## src/mirg_pkg.sv

```systemverilog
// package with command register layout, status layout and controller register map
package mirg_pkg;
    localparam int MIRG_CMD_W = 8;
    localparam int MIRG_CMD_DATA_IRQ_EN_BIT = 7;
    localparam int MIRG_CMD_FREE_IRQ_EN_BIT = 6;
    localparam int MIRG_CMD_RSV5_BIT = 5;
    localparam int MIRG_CMD_RSV4_BIT = 4;
    localparam int MIRG_CMD_IFACE_RESET_BIT = 3;
    localparam int MIRG_CMD_SIZE_READ_BIT = 2;
    localparam int MIRG_CMD_SIZE_WRITE_BIT = 1;
    localparam int MIRG_CMD_HOST_CTRL_BIT = 0;
    localparam logic [7:0] MIRG_CMD_RESET = 8'h00;
    localparam logic [7:0] MIRG_CMD_WR_MASK = 8'hcf;
    localparam int MIRG_STS_DATA_AVAIL_BIT = 1;
    localparam int MIRG_STS_BUF_FREE_BIT = 0;
    // interface reset completion delay, in cycles
    localparam logic [3:0] MIRG_RESET_CYCLES = 4'h8;
    // host controller register map
    localparam logic [3:0] MIRG_REG_CMD = 4'h0;
    localparam logic [3:0] MIRG_REG_STATUS = 4'h1;
    localparam logic [3:0] MIRG_REG_IRQ_STS = 4'h2;
    localparam logic [3:0] MIRG_REG_IRQ_CLR = 4'h3;
    localparam logic [3:0] MIRG_REG_IRQ_EN = 4'h4;
    localparam int MIRG_IRQ_LINE_BIT = 0;
    localparam int MIRG_IRQ_FREE_LOST_BIT = 1;
    localparam logic [1:0] MIRG_IRQ_RESET = 2'h0;
    typedef enum logic [1:0] {
        MIRG_DEV_IDLE = 2'b00,
        MIRG_DEV_RESETTING = 2'b01
    } mirg_dev_state_e;
endpackage

```

## src/mirg_if.sv

```systemverilog
// interface joining host controller and module command port
`timescale 1ns/1ps
interface mirg_if;
    logic cmd_wr;
    logic [7:0] cmd_wdata;
    logic [7:0] cmd_rdata;
    logic [1:0] status;
    logic irq_req_n;
    modport device (input cmd_wr, input cmd_wdata, output cmd_rdata, output status,
        output irq_req_n);
    modport host (output cmd_wr, output cmd_wdata, input cmd_rdata, input status,
        input irq_req_n);
endinterface

```

## src/mirg_device.sv

```systemverilog
// module side: command register, status flags and interrupt request gating
`timescale 1ns/1ps
// Function
// RULE1: data-available enable at bit 7 gates request
// RULE2: buffer-free enable at bit 6 gates request
// RULE3: bits 5 and 4 reserved, no function
// RULE4: bits 3..0 keep command meanings
// RULE5: request is OR of gated flags
// RULE6: polling host writes both enables zero
// RULE7: host reads both flags on interrupt
// RULE8: host accepts buffer-free already cleared
// RULE9: module may claim buffer, clearing buffer-free
// RULE10: multi-socket host separates only card enable
// RULE11: host bypasses empty socket stream tristate
// RULE12: enables present from first version
// RULE13: reset completion sets buffer-free flag
// RULE14: other commands take effect immediately
// RULE15: request releases when no gated term
module mirg_device (
    input wire logic i_ref_clk,
    input wire logic i_rst,
    mirg_if.device bus,
    input wire logic i_data_ready,
    input wire logic i_buf_claim,
    input wire logic i_buf_release,
    output logic o_iface_reset_cmd,
    output logic o_size_read_cmd,
    output logic o_size_write_cmd,
    output logic o_host_control_cmd
);
    import mirg_pkg::*;

    // command register group
    logic [7:0] cmd_q;
    logic [7:0] cmd_d;
    logic [7:0] cmd_wdata_kept;

    // status flag group
    logic data_avail_flag_q;
    logic data_avail_flag_d;
    logic buf_free_flag_q;
    logic buf_free_flag_d;
    logic flag_hold;
    logic data_set;
    logic free_clear;
    logic free_set;
    logic [1:0] status_w;

    // interface reset sequencer group
    mirg_dev_state_e st_q;
    mirg_dev_state_e st_d;
    logic [3:0] cnt_q;
    logic [3:0] cnt_d;
    logic reset_start;
    logic reset_busy;
    logic reset_done;

    // request line group
    logic irq_q;
    logic irq_d;
    logic data_avail_gated;
    logic buf_free_gated;

    // sequencer decode: start only from idle, done on last count
    always_comb begin
        reset_start = 1'b0;
        reset_busy = 1'b0;
        reset_done = 1'b0;
        unique case (st_q)
            MIRG_DEV_IDLE: begin
                reset_start = bus.cmd_wr & bus.cmd_wdata[MIRG_CMD_IFACE_RESET_BIT];
            end
            MIRG_DEV_RESETTING: begin
                reset_busy = 1'b1;
                reset_done = (cnt_q == 4'h1);
            end
            default: begin
                reset_busy = 1'b0;
            end
        endcase
    end

    // sequencer next state and completion count
    always_comb begin
        st_d = st_q;
        cnt_d = cnt_q;
        if (reset_start) begin
            st_d = MIRG_DEV_RESETTING;
            cnt_d = MIRG_RESET_CYCLES;
        end else if (reset_done) begin
            st_d = MIRG_DEV_IDLE;
            cnt_d = 4'h0;
        end else if (reset_busy) begin
            cnt_d = cnt_q - 4'h1;
        end else begin
            st_d = MIRG_DEV_IDLE;
        end
    end

    always_ff @(posedge i_ref_clk) begin
        if (i_rst) begin
            st_q <= MIRG_DEV_IDLE;
            cnt_q <= 4'h0;
        end else begin
            st_q <= st_d;
            cnt_q <= cnt_d;
        end
    end

    // reserved bits never reach the register
    always_comb begin
        cmd_wdata_kept = bus.cmd_wdata & MIRG_CMD_WR_MASK; // RULE12
        cmd_wdata_kept[MIRG_CMD_RSV5_BIT] = 1'b0; // RULE3
        cmd_wdata_kept[MIRG_CMD_RSV4_BIT] = 1'b0; // RULE3
    end

    // command register: reset bit self-clears at completion
    always_comb begin
        cmd_d = cmd_q;
        if (bus.cmd_wr) begin
            cmd_d = cmd_wdata_kept;
        end
        if (reset_done) begin
            cmd_d[MIRG_CMD_IFACE_RESET_BIT] = 1'b0; // RULE13
        end
    end

    always_ff @(posedge i_ref_clk) begin
        if (i_rst) begin
            cmd_q <= MIRG_CMD_RESET;
        end else begin
            cmd_q <= cmd_d;
        end
    end

    // flag events ignored while an interface reset runs
    always_comb begin
        flag_hold = reset_start | reset_busy;
        data_set = i_data_ready & ~flag_hold;
        free_clear = i_buf_claim & ~flag_hold;
        free_set = i_buf_release & ~flag_hold;
    end

    // status flags: release wins over claim in one cycle
    // reset clears both, completion sets buffer-free
    always_comb begin
        data_avail_flag_d = data_avail_flag_q;
        buf_free_flag_d = buf_free_flag_q;
        if (data_set) begin
            data_avail_flag_d = 1'b1;
        end
        if (free_clear) begin
            buf_free_flag_d = 1'b0; // RULE9
        end
        if (free_set) begin
            buf_free_flag_d = 1'b1;
        end
        if (flag_hold) begin
            data_avail_flag_d = 1'b0;
            buf_free_flag_d = 1'b0;
        end
        if (reset_done) begin
            buf_free_flag_d = 1'b1; // RULE13
        end
    end

    always_ff @(posedge i_ref_clk) begin
        if (i_rst) begin
            data_avail_flag_q <= 1'b0;
            buf_free_flag_q <= 1'b1;
        end else begin
            data_avail_flag_q <= data_avail_flag_d;
            buf_free_flag_q <= buf_free_flag_d;
        end
    end

    // status word by field position
    always_comb begin
        status_w = 2'h0;
        status_w[MIRG_STS_DATA_AVAIL_BIT] = data_avail_flag_q;
        status_w[MIRG_STS_BUF_FREE_BIT] = buf_free_flag_q;
    end

    // request line follows next-state terms so it moves with flag and enable
    always_comb begin
        data_avail_gated = cmd_d[MIRG_CMD_DATA_IRQ_EN_BIT] & data_avail_flag_d; // RULE1
        buf_free_gated = cmd_d[MIRG_CMD_FREE_IRQ_EN_BIT] & buf_free_flag_d; // RULE2
        irq_d = data_avail_gated | buf_free_gated; // RULE5 RULE15
    end

    always_ff @(posedge i_ref_clk) begin
        if (i_rst) begin
            irq_q <= 1'b0;
        end else begin
            irq_q <= irq_d;
        end
    end

    // port side views of the registers
    assign bus.cmd_rdata = cmd_q;
    assign bus.status = status_w;
    assign bus.irq_req_n = ~irq_q;

    // RULE4 RULE14
    assign o_iface_reset_cmd = cmd_q[MIRG_CMD_IFACE_RESET_BIT];
    assign o_size_read_cmd = cmd_q[MIRG_CMD_SIZE_READ_BIT];
    assign o_size_write_cmd = cmd_q[MIRG_CMD_SIZE_WRITE_BIT];
    assign o_host_control_cmd = cmd_q[MIRG_CMD_HOST_CTRL_BIT];
endmodule // mirg_device

```

## src/flat_wrapper.sv

```systemverilog
// flat-port wrapper written by rule: the top's interface ports become plain ports
module mirg_device_flat import mirg_pkg::*;
  (i_ref_clk, i_rst, i_data_ready, i_buf_claim, i_buf_release, o_iface_reset_cmd, o_size_read_cmd, o_size_write_cmd, o_host_control_cmd, bus_cmd_wr, bus_cmd_wdata, bus_cmd_rdata, bus_status, bus_irq_req_n);
  mirg_if bus_i ();
  input wire logic i_ref_clk;
  input wire logic i_rst;
  input wire logic i_data_ready;
  input wire logic i_buf_claim;
  input wire logic i_buf_release;
  output logic o_iface_reset_cmd;
  output logic o_size_read_cmd;
  output logic o_size_write_cmd;
  output logic o_host_control_cmd;
  input wire logic [$bits(bus_i.cmd_wr)-1:0] bus_cmd_wr;
  input wire logic [$bits(bus_i.cmd_wdata)-1:0] bus_cmd_wdata;
  output wire logic [$bits(bus_i.cmd_rdata)-1:0] bus_cmd_rdata;
  output wire logic [$bits(bus_i.status)-1:0] bus_status;
  output wire logic [$bits(bus_i.irq_req_n)-1:0] bus_irq_req_n;
  assign bus_i.cmd_wr = bus_cmd_wr;
  assign bus_i.cmd_wdata = bus_cmd_wdata;
  assign bus_cmd_rdata = bus_i.cmd_rdata;
  assign bus_status = bus_i.status;
  assign bus_irq_req_n = bus_i.irq_req_n;
  mirg_device u_core (.i_ref_clk(i_ref_clk), .i_rst(i_rst), .bus(bus_i), .i_data_ready(i_data_ready), .i_buf_claim(i_buf_claim), .i_buf_release(i_buf_release), .o_iface_reset_cmd(o_iface_reset_cmd), .o_size_read_cmd(o_size_read_cmd), .o_size_write_cmd(o_size_write_cmd), .o_host_control_cmd(o_host_control_cmd));
endmodule
```

## config.mk

```make
export PLATFORM = sky130hd
export DESIGN_NAME = mirg_device_flat
export DESIGN_NICKNAME = d
export VERILOG_FILES = /design/src/mirg_pkg.sv /design/src/mirg_if.sv /design/src/mirg_device.sv /design/src/flat_wrapper.sv
export SDC_FILE = /design/constraint.sdc
export NUM_CORES = 1
export LEC_CHECK = 0
export BUFFER_PORTS_ARGS = -buffer_cell sky130_fd_sc_hd__buf_2
export CELL_PAD_IN_SITES_DETAIL_PLACEMENT = 1
export CELL_PAD_IN_SITES_GLOBAL_PLACEMENT = 2
export CORE_UTILIZATION = 28
export CTS_CLUSTER_DIAMETER = 150
export CTS_CLUSTER_SIZE = 8
export DETAILED_ROUTE_END_ITERATION = 10
export GPL_TIMING_DRIVEN = 0
export PLACE_DENSITY = 0.87
export SYNTH_ARGS = -nofsm -noshare
export SYNTH_HDL_FRONTEND = slang
export SYNTH_SLANG_ARGS = --single-unit
export TNS_END_PERCENT = 1
```

## constraint.sdc

```tcl
create_clock -name i_ref_clk -period 3.3 [get_ports i_ref_clk]
set_input_delay 0.99 -clock i_ref_clk [delete_from_list [all_inputs] [get_ports i_ref_clk]]
set_output_delay 0.99 -clock i_ref_clk [all_outputs]
set_load 0.02 [all_outputs]
```

==> reports/qor.csv, run 1 <==
stage,metric,value,unit
outcome,result of the run,completed,
timing,final-report hold violation count,0,
final_layout,net total in the final layout,115,
floorplan,number of top-level pins,29,
synth,number of enable flip-flop cells after synthesis,0,
timing,setup violators final,0,
power,peak supply drop,0.143,mV
timing,number of slew-limit violations in the final report,0,
clock_tree,register clock-pin slew on the reported worst setup and hold paths,0.08,ns
clock_tree,Clock H-tree levels,1,
synth,compound-gate portion of the synthesized area,10.3,%
global_routing,wire length of the first global-routing pass,2.05,mm
hold_path,Worst Hold Depth,1,
drt,wire per inst,10.1,microns
power,power per cell area,414,nW/um^2
drt,via count of the routed design,550,
drt,drt total wl,1.27,mm
worst_setup_path,Worst Reg2Reg Path Length in Cells,6,
synth,multiplexer fraction of the synthesized cell area,8.73,%
floorplan,starting utilization of the core area,30.6,%
synth,synthesized netlist cell count,70,
final_layout,"Non-Filler Cell Area, Final",878,sq um
clock_tree,clock network latency to the later pin of the worst-skew pair,0.27,ns
floorplan,die outline height,52.1,microns
final_layout,Diodes inserted,0,
synth,Adder-Cell Fraction of Synth Area,3.57,%
synth,xor-xnor portion of the synthesized cell area,0,%
drt,detailed router's first-iteration violation count,7,
synth,biggest area consumer among synthesized cells,sky130_fd_sc_hd__dfxtp_1,
synth,combinational family with the most area after synthesis,simple AND/OR/NAND/NOR gates,
drt,number of iterations in the first detailed-routing pass,2,
clock_tree,number of sinks handled by clock tree synthesis,14,
timing,RSZ-0062 raised after global routing,no,
synth,synthesized area per cell,10.0,sq um
final_layout,Reg area,280,sq um
final_layout,final design utilization,38.2,%
clock_tree,buffers inserted by post-CTS timing repair,0,
placement,number of instances in the placed design,122,
floorplan,floorplan die width,52.1,microns
final_layout,combined area of the multi-input logic cells,328,sq um
floorplan,area of the placeable core,2300,sq um
hold_path,Hold Path Origin,u_core.cnt_q[3]$_SDFFE_PP0P_,
worst_setup_path,CP Data Required Time,2.31,ns
drt,final antenna-violating net count,0,
drt,DRC Markers,0,
clock_tree,total clock buffers created by CTS,3,
synth,leading cell types by total area after synthesis,"sky130_fd_sc_hd__dfxtp_1 (40%), sky130_fd_sc_hd__buf_4 (9.6%), sky130_fd_sc_hd__mux2i_1 (7.1%)",
clock_tree,CTS root buf,sky130_fd_sc_hd__clkbuf_4,
global_routing,Total GRT Usage,10.4,%
placement,"Cell Area, Placed",856,sq um
worst_setup_path,biggest fanout along the worst timing path,3,
power,leakage power,0.000425,uW
clock_tree,count of hold-fix buffers inserted at cts,0,
synth,"Top FF cell, synth",sky130_fd_sc_hd__dfxtp_1,
final_layout,Synth-to-Final Area Change,25.1,%
synth,number of library cell types mapped by synthesis,29,
synth,total standard cell area after synthesis,702,sq um
synth,sequential element share of the synthesized area,39.9,%
final_layout,non-filler instance count after layout,125,
clock_tree,CTS max path bufs,2,
placement,DPL Wire Length,1.03,mm
final_layout,fraction of layout instances using a drive strength above 1,47.4,%
timing,final total negative setup slack,0,ns
hold_path,path category of the worst min-delay check,reg -> reg,
global_routing,maximum number of pins on one net before global-route repair,10,
final_layout,Layout fillers,281,
synth,fraction of synthesis flops using an asynchronous set or reset pin,0,%
synth,Seq cells post-synth,14,
worst_setup_path,reg-to-reg critical path startpoint,u_core.cnt_q[1]$_SDFFE_PP0P_,
worst_setup_path,CP endpoint kind,output pin,
run,max-cap violation count,0,
timing,final period utilization,56.5,%
drt,average via count per standard cell,4.40,
worst_setup_path,path type of the worst setup path,reg -> out,
worst_setup_path,critical path launch point type,flip-flop,
floorplan,number of standard-cell rows in the floorplan,17,
placement,GPL Wtd Cong,0.655,
timing,Worst Clk Skew,0.00126,ns
synth,Simple-Gate Fraction of Synth Area,23.0,%
global_routing,total global routing overflow,0,
timing,highest attainable clock frequency,536,MHz
worst_setup_path,beginning of the critical path,u_core.bus.cmd_rdata[0]$_SDFFE_PP0P_,
worst_setup_path,arrival time worst endpoint,0.88,ns
synth,proportion of netlist area held by the largest area contributor,39.9,%
timing,shortest clock period the worst path allows after layout,1.87,ns
clock_tree,post-cts sizing count,0,
timing,worst hold slack,0.479,ns
placement,number of port buffers,23,
global_routing,initial antenna violation count,0,
clock_tree,TritonCTS clock tree,yes,
floorplan,area of the die,2710,sq um
synth,Syn. warnings,0,
global_routing,number of global-route vias before repair,480,
state kept, by name, indices dropped and copies added (netlist names):
name	count
u_core.bus.cmd_rdata	6
u_core.cnt_q	4
u_core.buf_free_flag_q	1
u_core.data_avail_flag_q	1
u_core.irq_q	1
u_core.st_q	1
layout make-up:
class / count / area share [%]
buffer: 10 / 8.97
clock buffer: 3 / 2.56
inverter: 5 / 2.14
multi-input combinational: 42 / 37.3
sequential: 14 / 31.9
tap: 28 / 3.99
timing repair buffer: 23 / 13.1
cells in the mapped netlist, types with 2 or more instances:
cell type and count:
sky130_fd_sc_hd__inv_1 5, sky130_fd_sc_hd__nand2_1 2, sky130_fd_sc_hd__buf_4 9, sky130_fd_sc_hd__nor2_1 4, sky130_fd_sc_hd__dfxtp_1 14, sky130_fd_sc_hd__or2_1 3, sky130_fd_sc_hd__ha_1 2, sky130_fd_sc_hd__nor2_2 2
sky130_fd_sc_hd__nand3b_1 2, sky130_fd_sc_hd__a21oi_2 4, sky130_fd_sc_hd__mux2i_1 5
kinds of logic (layout without fill, tap and decap cells):
group                      count (synthesis)  count (layout)
and+or+nand+nor                           23              23
buffers and inverters                     15              41
DFF                                       14              14
AOI/OAI and AO/OA                          9               9
muxes                                      6               6
adders and majority gates                  2               2
other                                      1               2
worst max-delay path: stages (launching register included):
cell	delay [ns]
sky130_fd_sc_hd__dfxtp_1	0.36
sky130_fd_sc_hd__buf_4	0.11
sky130_fd_sc_hd__buf_2	0.14
routing by layer:
metal  vias up  share of wire (%)  track usage, %
li1        277                  -               -
met1       256                 45            11.8
met4         0                1.3            6.76
met2        15                 49            17.7
met3         2                4.9            1.75
met5         -                  0               0
cell usage in the layout (no fill, tap or decap), types with 3 or more instances in the layout:
| cell type | count |
|---|---|
| sky130_fd_sc_hd__a21oi_2 | 4 |
| sky130_fd_sc_hd__inv_1 | 5 |
| sky130_fd_sc_hd__clkbuf_4 | 3 |
| sky130_fd_sc_hd__dfxtp_1 | 14 |
| sky130_fd_sc_hd__or2_1 | 3 |
| sky130_fd_sc_hd__mux2i_1 | 5 |
| sky130_fd_sc_hd__buf_2 | 23 |
| sky130_fd_sc_hd__buf_4 | 9 |
| sky130_fd_sc_hd__nor2_1 | 4 |
worst paths after layout:
kind / end / slack (ns)
setup / recovery: bus_cmd_rdata[0] / 1.43
hold / removal: u_core.cnt_q[3]$_SDFFE_PP0P_ / 0.48
setup reg to reg: u_core.buf_free_flag_q$_SDFF_PP1_ / 1.87
hold reg to reg: u_core.cnt_q[3]$_SDFFE_PP0P_ / 0.48
report_power, final:
group | internal, uW | leakage [uW] | switching, uW
clock | 42.1 | 0.0000138 | 49.3
combinational | 39.3 | 0.000295 | 42.3
sequential | 181 | 0.000116 | 9.15
stage by stage:
step / setup slack [ns] / power [uW]
after floorplan: 1.54 / 253
after global placement: 1.41 / 275
after detailed placement: 1.40 / 278
after CTS: 1.42 / 370
after global routing: 1.37 / 390
final: 1.43 / 363
Note: power is estimated with default switching activity, not from simulation.
==> inputs of run 2 (changes only) <==
--- a/config.mk
+++ b/config.mk
@@ -8,12 +8,12 @@
 export BUFFER_PORTS_ARGS = -buffer_cell sky130_fd_sc_hd__buf_2
 export CELL_PAD_IN_SITES_DETAIL_PLACEMENT = 1
 export CELL_PAD_IN_SITES_GLOBAL_PLACEMENT = 2
-export CORE_UTILIZATION = 28
+export CORE_UTILIZATION = 26
 export CTS_CLUSTER_DIAMETER = 150
 export CTS_CLUSTER_SIZE = 8
 export DETAILED_ROUTE_END_ITERATION = 10
 export GPL_TIMING_DRIVEN = 0
-export PLACE_DENSITY = 0.87
+export PLACE_DENSITY = 0.83
 export SYNTH_ARGS = -nofsm -noshare
 export SYNTH_HDL_FRONTEND = slang
 export SYNTH_SLANG_ARGS = --single-unit
==> constraint.sdc (replaced) <==
create_clock -name i_ref_clk -period 1.8 [get_ports i_ref_clk]
set_input_delay 0.54 -clock i_ref_clk [delete_from_list [all_inputs] [get_ports i_ref_clk]]
set_output_delay 0.54 -clock i_ref_clk [all_outputs]
set_load 0.02 [all_outputs]
==> run 2 against run 1 <==
Die area up 7.4%. Non-clock buffer count unchanged. Sequential share of layout area down 0.58 points. Register-to-register slack worse by 1.5 ns. Critical endpoint is now bus_cmd_rdata[3].
==> reports/qor.csv, run 2 (same netlist as run 1, synthesis figures left out) <==
stage,metric,value,unit
global_routing,Total GRT Usage,12.6,%
clock_tree,count of hold-fix buffers inserted at cts,0,
placement,GPL Wtd Cong,0.667,
clock_tree,CTS max path bufs,2,
worst_setup_path,biggest fanout along the worst timing path,3,
clock_tree,Clock H-tree levels,1,
clock_tree,clock network latency to the later pin of the worst-skew pair,0.29,ns
clock_tree,buffers inserted by post-CTS timing repair,0,
final_layout,Diodes inserted,0,
clock_tree,post-cts sizing count,0,
drt,final antenna-violating net count,0,
placement,number of port buffers,23,
timing,setup violators final,0,
outcome,result of the run,completed,
power,Net Sw Power,208,uW
drt,average via count per standard cell,4.36,
final_layout,non-filler instance count after layout,128,
run,max-cap violation count,0,
floorplan,area of the placeable core,2520,sq um
timing,number of slew-limit violations in the final report,0,
hold_path,Hold Path Origin,bus_cmd_wdata[2],
timing,shortest clock period the worst path allows after layout,1.45,ns
power,cell internal power dissipation,527,uW
placement,DPL Wire Length,1.16,mm
worst_setup_path,CP Data Required Time,1.26,ns
timing,final total negative setup slack,0,ns
drt,number of iterations in the first detailed-routing pass,4,
final_layout,final design utilization,35.5,%
power,power per cell area,822,nW/um^2
floorplan,floorplan die width,54.0,microns
hold_path,path category of the worst min-delay check,in -> reg,
placement,pre-CTS setup slack,0.382,ns
worst_setup_path,reg-to-reg critical path startpoint,u_core.cnt_q[1]$_SDFFE_PP0P_,
clock_tree,CTS root buf,sky130_fd_sc_hd__clkbuf_4,
clock_tree,number of sinks handled by clock tree synthesis,14,
clock_tree,register clock-pin slew on the reported worst setup and hold paths,0.09,ns
worst_setup_path,critical path launch point type,flip-flop,
worst_setup_path,CP endpoint kind,output pin,
clock_tree,total clock buffers created by CTS,3,
drt,drt total wl,1.48,mm
global_routing,maximum number of pins on one net before global-route repair,10,
timing,final-report hold violation count,0,
drt,detailed router's first-iteration violation count,7,
timing,highest attainable clock frequency,691,MHz
final_layout,"commonest non-fill, non-tap cells in the layout","sky130_fd_sc_hd__buf_2 (23), sky130_fd_sc_hd__dfxtp_1 (14), sky130_fd_sc_hd__buf_4 (9)",
final_layout,net total in the final layout,115,
global_routing,total global routing overflow,0,
power,leakage power,0.000432,uW
power,portion of total power attributed to the clock network,32.0,%
timing,setup slack of the critical path after layout,0.352,ns
power,sequential power share,47.5,%
final_layout,fraction of layout instances using a drive strength above 1,48.0,%
drt,via count of the routed design,558,
floorplan,area of the die,2910,sq um
floorplan,number of top-level pins,29,
timing,Worst Clk Skew,0.000569,ns
clock_tree,TritonCTS clock tree,yes,
power,"Power, Total",735,uW
worst_setup_path,arrival time worst endpoint,0.91,ns
power,peak supply drop,0.345,mV
global_routing,initial antenna violation count,0,
drt,DRC Markers,0,
drt,wire per inst,11.5,microns
worst_setup_path,beginning of the critical path,u_core.bus.cmd_rdata[3]$_SDFFE_PP0P_,
worst_setup_path,path type of the worst setup path,reg -> out,
final_layout,Synth-to-Final Area Change,27.5,%
placement,number of instances in the placed design,124,
timing,final period utilization,80.4,%
global_routing,number of global-route vias before repair,585,
power,proportion of total power due to net switching,28.3,%
floorplan,starting utilization of the core area,27.8,%
floorplan,die outline height,54.0,microns
final_layout,most frequent standard cell in the layout excluding fill and tap cells,sky130_fd_sc_hd__buf_2,
final_layout,number of flip-flops under the largest register name,6,
floorplan,number of standard-cell rows in the floorplan,18,
power,combinational share of power,20.5,%
timing,RSZ-0062 raised after global routing,no,
global_routing,wire length of the first global-routing pass,2.50,mm
==> run 2: cell count changes in the layout (fill, tap and decap cells not counted), sizes merged <==
| cell | previous run | this run |
|---|---|---|
| clkbuf | 3 | 4 |
==> run 2: power groups by stage <==
stage / combinational (uW) / sequential (uW) / clock (uW)
4_1_cts: 154 / 350 / 244
5_1_grt: 167 / 353 / 255
2_1_floorplan: 101 / 363 / 0
6_report: 151 / 349 / 235
3_5_place_dp: 153 / 357 / 0
3_3_place_gp: 149 / 355 / 0
==> run 2: routing by layer <==
| layer | global-route usage, % | vias up | wire (microns) |
|---|---|---|---|
| li1 | - | 279 | - |
| met1 | 13.0 | 256 | 619 |
| met2 | 20.8 | 19 | 724 |
| met3 | 2.82 | 4 | 81 |
| met4 | 11.8 | 0 | 52 |
| met5 | 0 | - | 0 |
==> run 2: worst paths after layout <==
check | end | slack [ns] | cells past startpoint
worst min register to register | u_core.cnt_q[3]$_SDFFE_PP0P_ | 0.49 | 1
worst max register to register | u_core.buf_free_flag_q$_SDFF_PP1_ | 0.40 | 6
worst min-delay path | u_core.bus.cmd_rdata[2]$_SDFFE_PP0P_ | 0.49 | 3
worst max-delay path | bus_cmd_rdata[3] | 0.35 | 2
==> run 2: area by class of cell <==
| cell class | count | area (sq um) |
|---|---|---|
| well taps | 30 | 37.5 |
| repair buffers | 23 | 115 |
| multi-input cells | 42 | 328 |
| inverters | 5 | 18.8 |
| flip-flops and latches | 14 | 280 |
| clock buffers | 4 | 36.3 |
| fillers | 307 | 1630 |
| plain buffers | 10 | 78.8 |
==> run 2: critical path: stages (launching register included) <==
cell                      delay, ns
sky130_fd_sc_hd__dfxtp_1       0.36
sky130_fd_sc_hd__buf_4         0.11
sky130_fd_sc_hd__buf_2         0.15
==> run 2: through the flow <==
step,area (sq um),hold slack [ns]
after detailed placement,858,0.475
after global routing,895,0.504
after floorplan,706,0.437
after global placement,858,0.462
after CTS,895,0.483
final,895,0.489
